[src/sacc_pkg.sv]
// Package: constants, types and state layout of the converter control
package sacc_pkg;

  // Clock and conversion figures
  localparam int unsigned SYS_CLK_HZ = 100_000_000;
  localparam int unsigned MAX_SPS    = 500_000;

  // Widths
  localparam int unsigned CODE_W = 10;
  localparam int unsigned DIV_W  = 5;
  localparam int unsigned RES_W  = 16;
  localparam int unsigned TRK_W  = 2;
  localparam int unsigned IDX_W  = 4;
  localparam int unsigned PAD_W  = RES_W - CODE_W;

  // Register byte offsets
  localparam logic [7:0] OFS_CTRL = 8'h00;
  localparam logic [7:0] OFS_CFG  = 8'h04;
  localparam logic [7:0] OFS_RESH = 8'h08;
  localparam logic [7:0] OFS_RESL = 8'h0c;
  localparam logic [7:0] OFS_MISC = 8'h10;

  // Control register fields
  localparam int unsigned CTRL_EN     = 7;
  localparam int unsigned CTRL_TM     = 6;
  localparam int unsigned CTRL_DONE   = 5;
  localparam int unsigned CTRL_BUSY   = 4;
  localparam int unsigned CTRL_SRC_LO = 0;
  localparam int unsigned SRC_W       = 3;

  // Configuration register fields
  localparam int unsigned CFG_DIV_LO = 3;
  localparam int unsigned CFG_LJST   = 2;
  localparam logic [DIV_W-1:0] CFG_DIV_RST = 5'h1f;

  // Mode register fields
  localparam int unsigned MISC_DIFF   = 0;
  localparam int unsigned MISC_STBY   = 1;
  localparam int unsigned MISC_T16_LO = 2;
  localparam int unsigned NUM_XTMR    = 4;

  // Start source codes
  localparam logic [SRC_W-1:0] SRC_SW  = 3'h0;
  localparam logic [SRC_W-1:0] SRC_T0  = 3'h1;
  localparam logic [SRC_W-1:0] SRC_T2  = 3'h2;
  localparam logic [SRC_W-1:0] SRC_T1  = 3'h3;
  localparam logic [SRC_W-1:0] SRC_PIN = 3'h4;
  localparam logic [SRC_W-1:0] SRC_T3  = 3'h5;
  localparam logic [SRC_W-1:0] SRC_T4  = 3'h6;
  localparam logic [SRC_W-1:0] SRC_T5  = 3'h7;

  // Sequencing
  localparam logic [TRK_W-1:0]  TRACK_SAR_CLKS = 2'h3;
  localparam logic [TRK_W-1:0]  TRK_LAST = TRACK_SAR_CLKS - 2'h1;
  localparam logic [IDX_W-1:0]  IDX_MSB  = 4'h9;
  localparam logic [CODE_W-1:0] TRIAL_INIT = 10'h200;

  typedef enum logic [1:0] {
    SACC_IDLE, SACC_TRACK, SACC_CONV, SACC_DONE
  } sacc_fsm_t;

  // Timer overflow strobes; lo/hi are timers 2..5
  typedef struct packed {
    logic                t0;
    logic                t1;
    logic [NUM_XTMR-1:0] lo;
    logic [NUM_XTMR-1:0] hi;
  } sacc_tmr_t;

  typedef struct packed {
    logic s1;
    logic s2;
  } sacc_sync_t;

  typedef struct packed {
    logic                en;
    logic                tm;
    logic                done;
    logic [SRC_W-1:0]    src;
    logic [DIV_W-1:0]    div;
    logic                ljst;
    logic                diff;
    logic                stby_off;
    logic [NUM_XTMR-1:0] t16;
    logic [RES_W-1:0]    res;
    sacc_fsm_t           fsm;
    logic [DIV_W-1:0]    div_cnt;
    logic [TRK_W-1:0]    trk_cnt;
    logic [IDX_W-1:0]    idx;
    logic [CODE_W-1:0]   code;
    logic                pin_d;
    logic [31:0]         prdata;
    logic                pslverr;
  } sacc_state_t;

endpackage : sacc_pkg

[src/sacc_sync.sv]
// Two-flop synchroniser for one level
`timescale 1ns/1ps
`default_nettype none
module sacc_sync
  import sacc_pkg::*;
(
  // Clock and reset
  input  wire logic pclk,
  input  wire logic presetn,
  // Level in and out
  input  wire logic async_in,
  output logic      sync_out
);

  sacc_sync_t st_r;
  sacc_sync_t st_nxt;

  always_comb begin
    st_nxt.s1 = async_in;
    st_nxt.s2 = st_r.s1;
  end

  always_ff @(posedge pclk or negedge presetn) begin
    if (!presetn) begin
      st_r <= '0;
    end else begin
      st_r <= st_nxt;
    end
  end

  assign sync_out = st_r.s2;

endmodule : sacc_sync
`default_nettype wire

[src/sacc_fmt.sv]
// Result formatter: sign, justification and padding of the code
`timescale 1ns/1ps
`default_nettype none
module sacc_fmt
  import sacc_pkg::*;
(
  // Raw SAR code and format select
  input  wire logic [CODE_W-1:0] code,
  input  wire logic              ljst,
  input  wire logic              diff,
  // Formatted result word
  output logic      [RES_W-1:0]  res
);

  logic [CODE_W-1:0] val;

  always_comb begin
    val = code;
    if (diff) begin
      val[CODE_W-1] = ~code[CODE_W-1];
    end
    if (ljst) begin
      res = {val, {PAD_W{1'b0}}};
    end else if (diff) begin
      res = {{PAD_W{val[CODE_W-1]}}, val};
    end else begin
      res = {{PAD_W{1'b0}}, val};
    end
  end

endmodule : sacc_fmt
`default_nettype wire

[src/sacc_top.sv]
// Converter control: APB registers, start select, track and SAR sequencing
//
// The register offsets and register access over APB were chosen for this implementation.
`timescale 1ns/1ps
`default_nettype none
module sacc_top
  import sacc_pkg::*;
(
  // Clock and reset
  input  wire logic              pclk,
  input  wire logic              presetn,
  // APB slave
  input  wire logic              psel,
  input  wire logic              penable,
  input  wire logic              pwrite,
  input  wire logic [7:0]        paddr,
  input  wire logic [31:0]       pwdata,
  output logic                   pready,
  output logic      [31:0]       prdata,
  output logic                   pslverr,
  // Start triggers and standby
  input  wire sacc_tmr_t         tmr_ovf,
  input  wire logic              external_start_pin,
  input  wire logic              standby,
  // Analog converter side
  input  wire logic              cmp_in,
  output logic                   analog_enable,
  output logic                   track_enable,
  output logic                   sar_strobe,
  output logic      [CODE_W-1:0] dac_code
);

  sacc_state_t         st_r;
  sacc_state_t         st_nxt;
  logic                pin_s;
  logic [RES_W-1:0]    fmt_res;
  logic                wr;
  logic                sw_trig;
  logic                hw_trig;
  logic                trig;
  logic                lp_pin;
  logic                sar_tick;
  logic                trk;
  logic                busy;
  logic [NUM_XTMR-1:0] xtmr;
  logic [IDX_W-1:0]    nidx;
  logic [31:0]         rdata;
  logic                hit;

  sacc_sync u_pin_sync (
    .pclk     (pclk),
    .presetn  (presetn),
    .async_in (external_start_pin),
    .sync_out (pin_s)
  );

  sacc_fmt u_fmt (
    .code (st_r.code),
    .ljst (st_r.ljst),
    .diff (st_r.diff),
    .res  (fmt_res)
  );

  assign busy = (st_r.fsm != SACC_IDLE);

  always_comb begin
    st_nxt   = st_r;
    wr       = psel & penable & pwrite;
    sar_tick = 1'b0;
    hw_trig  = 1'b0;
    nidx     = st_r.idx - 4'h1;
    rdata    = '0;
    hit      = 1'b1;
    trk      = 1'b0;

    // SAR clock tick from the system clock
    // Period of divider field plus one
    if (!st_r.en) begin
      st_nxt.div_cnt = '0;
    end else if (st_r.div_cnt >= st_r.div) begin
      st_nxt.div_cnt = '0;
      sar_tick       = 1'b1;
    end else begin
      st_nxt.div_cnt = st_r.div_cnt + 5'h1;
    end

    // Register writes in the access phase
    if (wr) begin
      unique case (paddr)
        OFS_CTRL: begin
          st_nxt.en   = pwdata[CTRL_EN];
          st_nxt.tm   = pwdata[CTRL_TM];
          st_nxt.done = pwdata[CTRL_DONE];
          st_nxt.src  = pwdata[CTRL_SRC_LO +: SRC_W];
        end
        OFS_CFG: begin
          st_nxt.div  = pwdata[CFG_DIV_LO +: DIV_W];
          st_nxt.ljst = pwdata[CFG_LJST];
        end
        OFS_MISC: begin
          st_nxt.diff     = pwdata[MISC_DIFF];
          st_nxt.stby_off = pwdata[MISC_STBY];
          st_nxt.t16      = pwdata[MISC_T16_LO +: NUM_XTMR];
        end
        default: begin
        end
      endcase
    end

    // Busy write of one starts on demand
    sw_trig = wr && (paddr == OFS_CTRL) && pwdata[CTRL_BUSY]
              && pwdata[CTRL_EN]
              && (pwdata[CTRL_SRC_LO +: SRC_W] == SRC_SW);

    // Byte overflow picked by timer width
    xtmr = (tmr_ovf.hi & st_r.t16) | (tmr_ovf.lo & ~st_r.t16);

    st_nxt.pin_d = pin_s;
    unique case (st_r.src)
      SRC_SW:  hw_trig = 1'b0;
      SRC_T0:  hw_trig = tmr_ovf.t0;
      SRC_T2:  hw_trig = xtmr[0];
      SRC_T1:  hw_trig = tmr_ovf.t1;
      SRC_PIN: hw_trig = pin_s & ~st_r.pin_d;
      SRC_T3:  hw_trig = xtmr[1];
      SRC_T4:  hw_trig = xtmr[2];
      SRC_T5:  hw_trig = xtmr[3];
    endcase
    trig   = sw_trig | (hw_trig & st_r.en);
    lp_pin = st_r.tm && (st_r.src == SRC_PIN);

    unique case (st_r.fsm)
      SACC_IDLE: begin
        if (trig) begin
          if (st_r.tm && !lp_pin) begin
            st_nxt.fsm     = SACC_TRACK;
            st_nxt.trk_cnt = '0;
          end else begin
            // Tracking mode off, or pin rising edge with tracking on, converts at once
            st_nxt.fsm  = SACC_CONV;
            st_nxt.code = TRIAL_INIT;
            st_nxt.idx  = IDX_MSB;
          end
        end
      end
      SACC_TRACK: begin
        if (sar_tick) begin
          if (st_r.trk_cnt == TRK_LAST) begin
            st_nxt.fsm  = SACC_CONV;
            st_nxt.code = TRIAL_INIT;
            st_nxt.idx  = IDX_MSB;
          end else begin
            st_nxt.trk_cnt = st_r.trk_cnt + 2'h1;
          end
        end
      end
      SACC_CONV: begin
        if (sar_tick) begin
          // Successive approximation, one bit a tick
          if (!cmp_in) begin
            st_nxt.code[st_r.idx] = 1'b0;
          end
          if (st_r.idx == '0) begin
            st_nxt.fsm = SACC_DONE;
          end else begin
            st_nxt.idx        = nidx;
            st_nxt.code[nidx] = 1'b1;
          end
        end
      end
      SACC_DONE: begin
        // Both bytes loaded in one edge
        st_nxt.res = fmt_res;
        // Busy falls as the flag sets
        st_nxt.done = 1'b1;
        st_nxt.fsm  = SACC_IDLE;
      end
    endcase

    // Disabled converter held in shutdown
    // Next enable, so enable and start may share one write
    if (!st_nxt.en) begin
      st_nxt.fsm = SACC_IDLE;
    end

    if (!st_r.en || (st_r.stby_off && standby)) begin
      trk = 1'b0;
    end else if (!st_r.tm) begin
      trk = (st_r.fsm == SACC_IDLE);
    end else if (st_r.src == SRC_PIN) begin
      trk = (st_r.fsm == SACC_IDLE) && !pin_s;
    end else begin
      trk = (st_r.fsm == SACC_TRACK);
    end

    // Read data captured in the setup phase
    unique case (paddr)
      OFS_CTRL: begin
        rdata[CTRL_EN]                = st_r.en;
        rdata[CTRL_TM]                = st_r.tm;
        rdata[CTRL_DONE]              = st_r.done;
        rdata[CTRL_BUSY]              = busy;
        rdata[CTRL_SRC_LO +: SRC_W]   = st_r.src;
      end
      OFS_CFG: begin
        rdata[CFG_DIV_LO +: DIV_W]    = st_r.div;
        rdata[CFG_LJST]               = st_r.ljst;
      end
      OFS_RESH: rdata[7:0] = st_r.res[15:8];
      OFS_RESL: rdata[7:0] = st_r.res[7:0];
      OFS_MISC: begin
        rdata[MISC_DIFF]              = st_r.diff;
        rdata[MISC_STBY]              = st_r.stby_off;
        rdata[MISC_T16_LO +: NUM_XTMR] = st_r.t16;
      end
      default: hit = 1'b0;
    endcase
    if (psel && !penable) begin
      st_nxt.prdata  = rdata;
      st_nxt.pslverr = ~hit;
    end
  end

  always_ff @(posedge pclk or negedge presetn) begin
    if (!presetn) begin
      st_r <= '{div: CFG_DIV_RST, fsm: SACC_IDLE, default: '0};
    end else begin
      st_r <= st_nxt;
    end
  end

  assign pready        = 1'b1;
  assign prdata        = st_r.prdata;
  assign pslverr       = st_r.pslverr;
  assign analog_enable = st_r.en;
  assign track_enable  = trk;
  assign sar_strobe    = sar_tick && (st_r.fsm == SACC_CONV);
  assign dac_code      = st_r.code;

  // Check helper: SAR ticks seen in the current conversion
  logic [IDX_W:0] conv_ticks_r;

  always_ff @(posedge pclk or negedge presetn) begin
    if (!presetn) begin
      conv_ticks_r <= '0;
    end else if (st_r.fsm != SACC_CONV) begin
      conv_ticks_r <= '0;
    end else if (sar_tick) begin
      conv_ticks_r <= conv_ticks_r + {{IDX_W{1'b0}}, 1'b1};
    end
  end
endmodule : sacc_top
`default_nettype wire

[config.mk]
export PLATFORM = sky130hd
export DESIGN_NAME = sacc_top
export DESIGN_NICKNAME = d
export VERILOG_FILES = /design/src/sacc_pkg.sv /design/src/sacc_sync.sv /design/src/sacc_fmt.sv /design/src/sacc_top.sv
export SDC_FILE = /design/constraint.sdc
export NUM_CORES = 1
export LEC_CHECK = 0
export BUFFER_PORTS_ARGS = -buffer_cell sky130_fd_sc_hd__buf_2
export CAP_MARGIN = 20
export CORE_ASPECT_RATIO = 0.6
export CORE_MARGIN = 2
export CORE_UTILIZATION = 40
export CTS_CLUSTER_SIZE = 24
export DETAILED_ROUTE_END_ITERATION = 8
export GPL_ROUTABILITY_DRIVEN = 0
export PLACE_DENSITY_LB_ADDON = 0.2
export SLEW_MARGIN = 40
export SYNTH_ARGS = -nofsm -noshare
export SYNTH_HDL_FRONTEND = slang
export SYNTH_SLANG_ARGS = --single-unit
[constraint.sdc]
create_clock -name pclk -period 2.7 [get_ports pclk]
set_input_delay 0.54 -clock pclk [delete_from_list [all_inputs] [get_ports pclk]]
set_output_delay 0.54 -clock pclk [all_outputs]
set_load 0.03 [all_outputs]
### After elaboration in Yosys (flattened, before gate mapping)

Index checks and enable logic that the tools add are counted.
Widths: inputs -> output; s select.

| word-level totals | value |
|---|---|
| register bits | 69 |
| input port bits | 58 |
| output and inout port bits | 47 |
| logic and storage cells | 154 |

| operators by class | value |
|---|---|
| add/sub/neg operators | 3 |
| magnitude comparators | 5 |
| equality and inequality tests | 28 |
| multiplexer cells | 47 |
| bitwise logic cells | 15 |
| reduce and logical (&&, ||, !) cells | 36 |

Operator list:

| kind | count |
|---|---|
| $mux 16 | 4 |
| $mux 14 | 4 |
| $pmux 14 s3 | 1 |
| $mux 10 | 3 |
| $pmux 2 s4 | 3 |
| $mux 18 | 1 |
| $mux 2 | 9 |
| $mux 6 | 3 |
| $eq 8x4->1 const B | 2 |
| $ne 2x2->1 const B | 8 |
| $ne 3x3->1 const B | 5 |
| $eq 3x3->1 const B | 4 |
| $logic_and 1x1->1 | 12 |
| $and 10x10->10 | 1 |
| $lt 4x5->1 const B | 2 |
| $mux 1 | 10 |
| $mux 5 | 2 |
| $not 10->10 | 1 |
| $or 10x10->10 | 1 |
| $pmux 2 s5 | 1 |
| $reduce_and 5->1 | 2 |
| $and 4x4->4 | 2 |
| $demux 1 s4 | 2 |
| $eq 8x3->1 const B | 1 |
| other kinds (31) | 50 |

### Depth between registers and ports, before layout

| logic depth | value |
|---|---|
| depth in word-level cells | 13 |
| gate-level depth with buffers | 9 |
| depth with buffers taken out | 8 |

### By module

A second synthesis with hierarchy kept.

| unflattened totals | value |
|---|---|
| cell total of the unflattened synthesis | 410 |
| area total of the unflattened synthesis | 4,204.0 sq um |

By module, submodules not included:

| module | instances | cells an instance | area an instance (sq um) | seq. area each (sq um) |
|---|---|---|---|---|
| sacc_top | 1 | 380 | 3,960.0 | 1,682.9 |
| sacc_fmt | 1 | 28 | 193.9 | 0.0 |
| sacc_sync | 1 | 2 | 50.0 | 50.0 |

### Worst setup path before layout

No wires, ideal clock.

| path | value |
|---|---|
| kind | flip-flop to flip-flop |
| start | register st_r, in the netlist analog_enable |
| end | register st_r, in the netlist dac_code[8] |
| library setup time | 103 ps |
| data arrival time | 2,206 ps |
| data required time | 2,597 ps |
| slack | 391 ps |
| stages on the path, launching flop included | 9 |
| path buffers | 2 |
| period minus slack after synthesis | 2,309 ps |
| cell sequence | dfrtp_1 > buf_4 > or4bb_1 > o21ai_0 > a211o_2 > o221ai_4 > nand2b_4 > buf_6 > o41ai_2 |

| on the way | value |
|---|---|
| word-level cells in the longest chain between the ends | 4 |
| elaborated cells between the ends (all ways) | 7 |
| those cells by class | eq/ne (3); mux (1); bitwise (2); reduce/logical (1) |

RTL lines:

| what | line | source |
|---|---|---|
| start: declaration | sacc_top.sv:33 | `sacc_state_t st_r;` |
| start signal: assignment | sacc_top.sv:228 | `st_r <= st_nxt;` |
| $and 1x1->1 | sacc_top.sv:129 | `trig = sw_trig \| (hw_trig & st_r.en);` |
| $or 1x1->1 | sacc_top.sv:129 |  |
| $ne 2x2->1 (no source line) | n/a |  |
| $reduce_and 6->1 (no source line) * | n/a |  |

Mark *: on every way between the ends. The rest lies on a longest branch, timed or not.
A chain may end at the register's enable or synchronous reset.

### Worst setup path after layout

| path | value |
|---|---|
| start | register st_r[82] (netlist bit) |
| end | output sar_strobe |

| on the way | value |
|---|---|
| word-level cells in the longest chain between the ends | 4 |

RTL lines:

| what | line | source |
|---|---|---|
| $ge 5x5->1 | sacc_top.sv:80 | `end else if (st_r.div_cnt >= st_r.div) begin` |
| $mux 1 | sacc_top.sv:80 |  |
| $mux 1 | sacc_top.sv:78 | `if (!st_r.en) begin` |
| $logic_and 1x1->1 | sacc_top.sv:237 | `assign sar_strobe = sar_tick && (st_r.fsm == SACC_CONV);` |
| end: declaration | sacc_top.sv:29 | `output logic sar_strobe,` |

No other way between the ends.

==> flow_metrics.py <==
metrics = {
    "run_status": {
        "run_status": "finished, final reports clean",
    },
    "die": {
        "die_x_um": 135,
        "die_y_um": 82.4,
        "pin_count": 105,
        "fp.dieArea_um2": 11100,
        "core_area_um2": 9910,
        "fp-row-count": 28,
        "initial_core_util_pct": 41.4,
    },
    "logic_synthesis": {
        "ys.flop_type": "dfrtp_1",
        "syn_inst": 411,
        "yosysWarnings": 0,
        "netlist-cell-type-count": 61,
        "synth_top_area_share_pct": 39.1,
        "yosysTopAreaCell": "dfrtp_1",
        "ys_ff_latch": 69,
        "synth-simple-area-share_pct": 13.2,
        "synthArstFlopShare_pct": 100,
        "syn_area_um2": 4100,
        "synth_fa_ha_area_share_pct": 3.97,
        "synth_compound_area_share_pct": 17.8,
        "synth_top_family_by_area": "compound AO/OA/AOI/OAI gates",
        "synthMuxAreaShare_pct": 10.2,
        "avgSynthCellArea_um2": 9.98,
        "yosysSeqAreaShare_pct": 42.3,
        "synth_edf_count": 0,
        "synth_area_leaders": "dfrtp_1 (39%), buf_4 (8.1%), mux2_2 (6.6%)",
        "synth_xor_area_share_pct": 0.641,
    },
    "min_path": {
        "hold_class": "input port to async pin",
    },
    "power": {
        "comb_power_share_pct": 6.1,
        "p_seq_share_pct": 42.3,
        "p_leak_nw": 2.22,
        "swShare_pct": 22.1,
        "ir_worst_vdd_uv": 272,
        "internal_power_mw": 1.94,
        "p_total_mw": 2.49,
        "power_frac_clock_pct": 51.6,
        "powerDensity_nw_per_um2": 536,
        "power.switching_mw": 0.550,
    },
    "setup_path": {
        "critPathCapture": "sar_strobe",
        "arrival_ns": 2.08,
        "ff2ff_path_depth": 8,
        "r2r_start": "st_r[82]$_DFFE_PN1P_",
        "reg2reg_slack_ns": 0.19,
        "cp.required_ns": 2.16,
        "worst_setup_path_start_kind": "register",
        "critPathLaunch": "st_r[82]$_DFFE_PN1P_",
        "end_kind": "output port",
        "worstReg2RegEnd": "dac_code[4]$_DFFE_PN0P_",
        "critPathKind": "register to output port",
        "cp_max_fo": 3,
    },
    "clock_tree": {
        "clkSinkCount": 69,
        "clockRootBuffer": "clkbuf_16",
        "cts-htree-levels": 3,
        "ctsLongestPathBuffers": 2,
        "cts_tree": "built",
        "clk_latency_ns": 0.34,
        "cts_hold_buf": 0,
        "cts_buffers": 9,
        "clkTransAtPathRegs_ns": 0.05,
    },
    "route": {
        "drt_iter0_drc": 249,
        "route.vias.total": 3110,
        "wl_um": 9650,
        "drc": 0,
        "wire_per_inst_um": 16.3,
        "firstDrtPassIters": 5,
        "avgViaCountPerCell": 5.26,
        "antenna_left": 0,
    },
    "cells_and_area": {
        "final_util_pct": 46.9,
        "fillers": 954,
        "final_common_cell": "dfrtp_1",
        "fin_cells": 591,
        "syn2layout_area_growth_pct": 13.4,
        "regArea_um2": 1730,
        "layout-drive-gt1-share_pct": 27.2,
        "layout.nets": 522,
        "multi_input_area_um2": 1980,
        "design_area_um2": 4650,
        "final_cell_mix": "dfrtp_1 (64), buf_2 (55), o21ai_0 (39), nand2_1 (28), nor2_1 (27)",
        "antennaDiodeCount": 0,
    },
    "global_routing": {
        "grt_pass1_wl_um": 15500,
        "antenna_found_initial": 0,
        "grt_max_degree": 45,
        "track_usage_pct": 18.5,
        "grt_overflow": 0,
        "grt_pass1_vias": 2875,
    },
    "sta": {
        "worst_pin_slew_ns": 0.662,
        "rsz0062_at_grt": "no",
        "slew-limit-headroom_pct": 55.9,
        "finClkSkew_ns": 0.00587,
        "slew_violations": 0,
        "period_share_pct": 96.9,
        "hold_violations": 0,
        "tns_ns": 0,
        "fin_ws_ns": 0.0847,
        "fin_crit_ns": 2.62,
        "hold_ws_ns": 0.220,
        "fmax_mhz": 382,
        "setup_viol": 0,
    },
    "placement": {
        "placed_area_um2": 4320,
        "dp_slack_ns": 0.134,
        "placed_cells": 575,
        "port_buffers": 55,
        "hpwl_um": 7440,
    },
    "job": {
        "max-cap-violations": 0,
    },
}
==> sequential cells by signal, summed over array words and instances (netlist names) <==
signal / cells
pslverr: 1
prdata: 8
dac_code: 10
u_pin_sync.st_nxt: 1
u_pin_sync.sync_out: 1
analog_enable: 1
st_r: 47
==> per-layer routing <==
layer  up-vias  GRT usage [%]  wire length, um
met2       103           25.5             3810
met1      1517           28.0             5140
li1       1485              -                -
met3         5           4.70              642
met5         -              0                0
met4         0           5.79               68
==> how the worst min path moves through the flow <==
stage                                         from                              to  depth (start not counted)
floorplan                                  presetn         analog_enable$_DFF_PN0_                          0
global placement    u_pin_sync.st_nxt[0]$_DFF_PN0_   u_pin_sync.sync_out$_DFF_PN0_                          0
detailed placement  u_pin_sync.st_nxt[0]$_DFF_PN0_   u_pin_sync.sync_out$_DFF_PN0_                          0
CTS                                        presetn            st_r[77]$_DFFE_PN0P_                          1
global route                               presetn            st_r[77]$_DFFE_PN0P_                          1
finish                                     presetn  u_pin_sync.st_nxt[0]$_DFF_PN0_                          1
==> Yosys cell counts (2+ instances only) <==
library cell / instances
and3_1: 2
xor2_1: 2
nor3_1: 4
buf_2: 2
o31ai_1: 4
mux2i_1: 12
dfrtp_1: 64
nand2_1: 28
clkbuf_1: 10
conb_1: 2
o41ai_2: 4
nor2_1: 27
nand2b_1: 7
nor4_1: 3
a2bb2oi_1: 2
a21oi_1: 22
dfstp_2: 5
buf_4: 44
o41ai_1: 4
or2_2: 3
a32oi_1: 2
a22o_1: 4
inv_1: 20
buf_6: 2
or3_1: 2
ha_1: 13
o21ai_0: 40
nor2b_1: 3
nand3_1: 4
a221oi_1: 3
and2_1: 2
mux2_2: 24
a22oi_1: 2
a21o_1: 4
nand3b_1: 8
a222oi_1: 2
==> area by class of cell <==
class	count	area share, %
clock inverter	4	1.51
tap	135	3.63
clock buffer	12	5.52
sequential	69	37.3
timing repair buffer	66	7.96
multi-input combinational	285	42.5
inverter	20	1.61
==> critical path: stages (launching register included) <==
cell and delay [ns]:
dfstp_2 0.54, inv_1 0.05, ha_1 0.28, nand2_1 0.05, o21ai_1 0.27, a41oi_2 0.20, nor2_1 0.14, buf_2 0.21
==> power by group through the flow <==
stage               registers, mW  clock network (mW)  logic [mW]
global route                 1.05                1.35       0.169
CTS                          1.05                1.32       0.154
floorplan                    1.07                   0       0.110
detailed placement           1.07                   0       0.154
global placement             1.07                   0       0.152
finish                       1.05                1.29       0.152
==> timing repair <==
action,4_1_cts,5_1_grt
gates cloned,0,0
gates resized for setup,1,1
setup buffers,0,0
endpoints found under the setup margin,1,1
hold endpoints to repair,0,0
==> kinds of logic after synthesis <==
logic type | Yosys count
compound gates | 105
xor+xnor | 3
fa+ha+maj | 13
buf+inv | 80
flops | 69
mux | 37
other cells | 2
simple gates | 102
(Power assumes the default switching activity.)
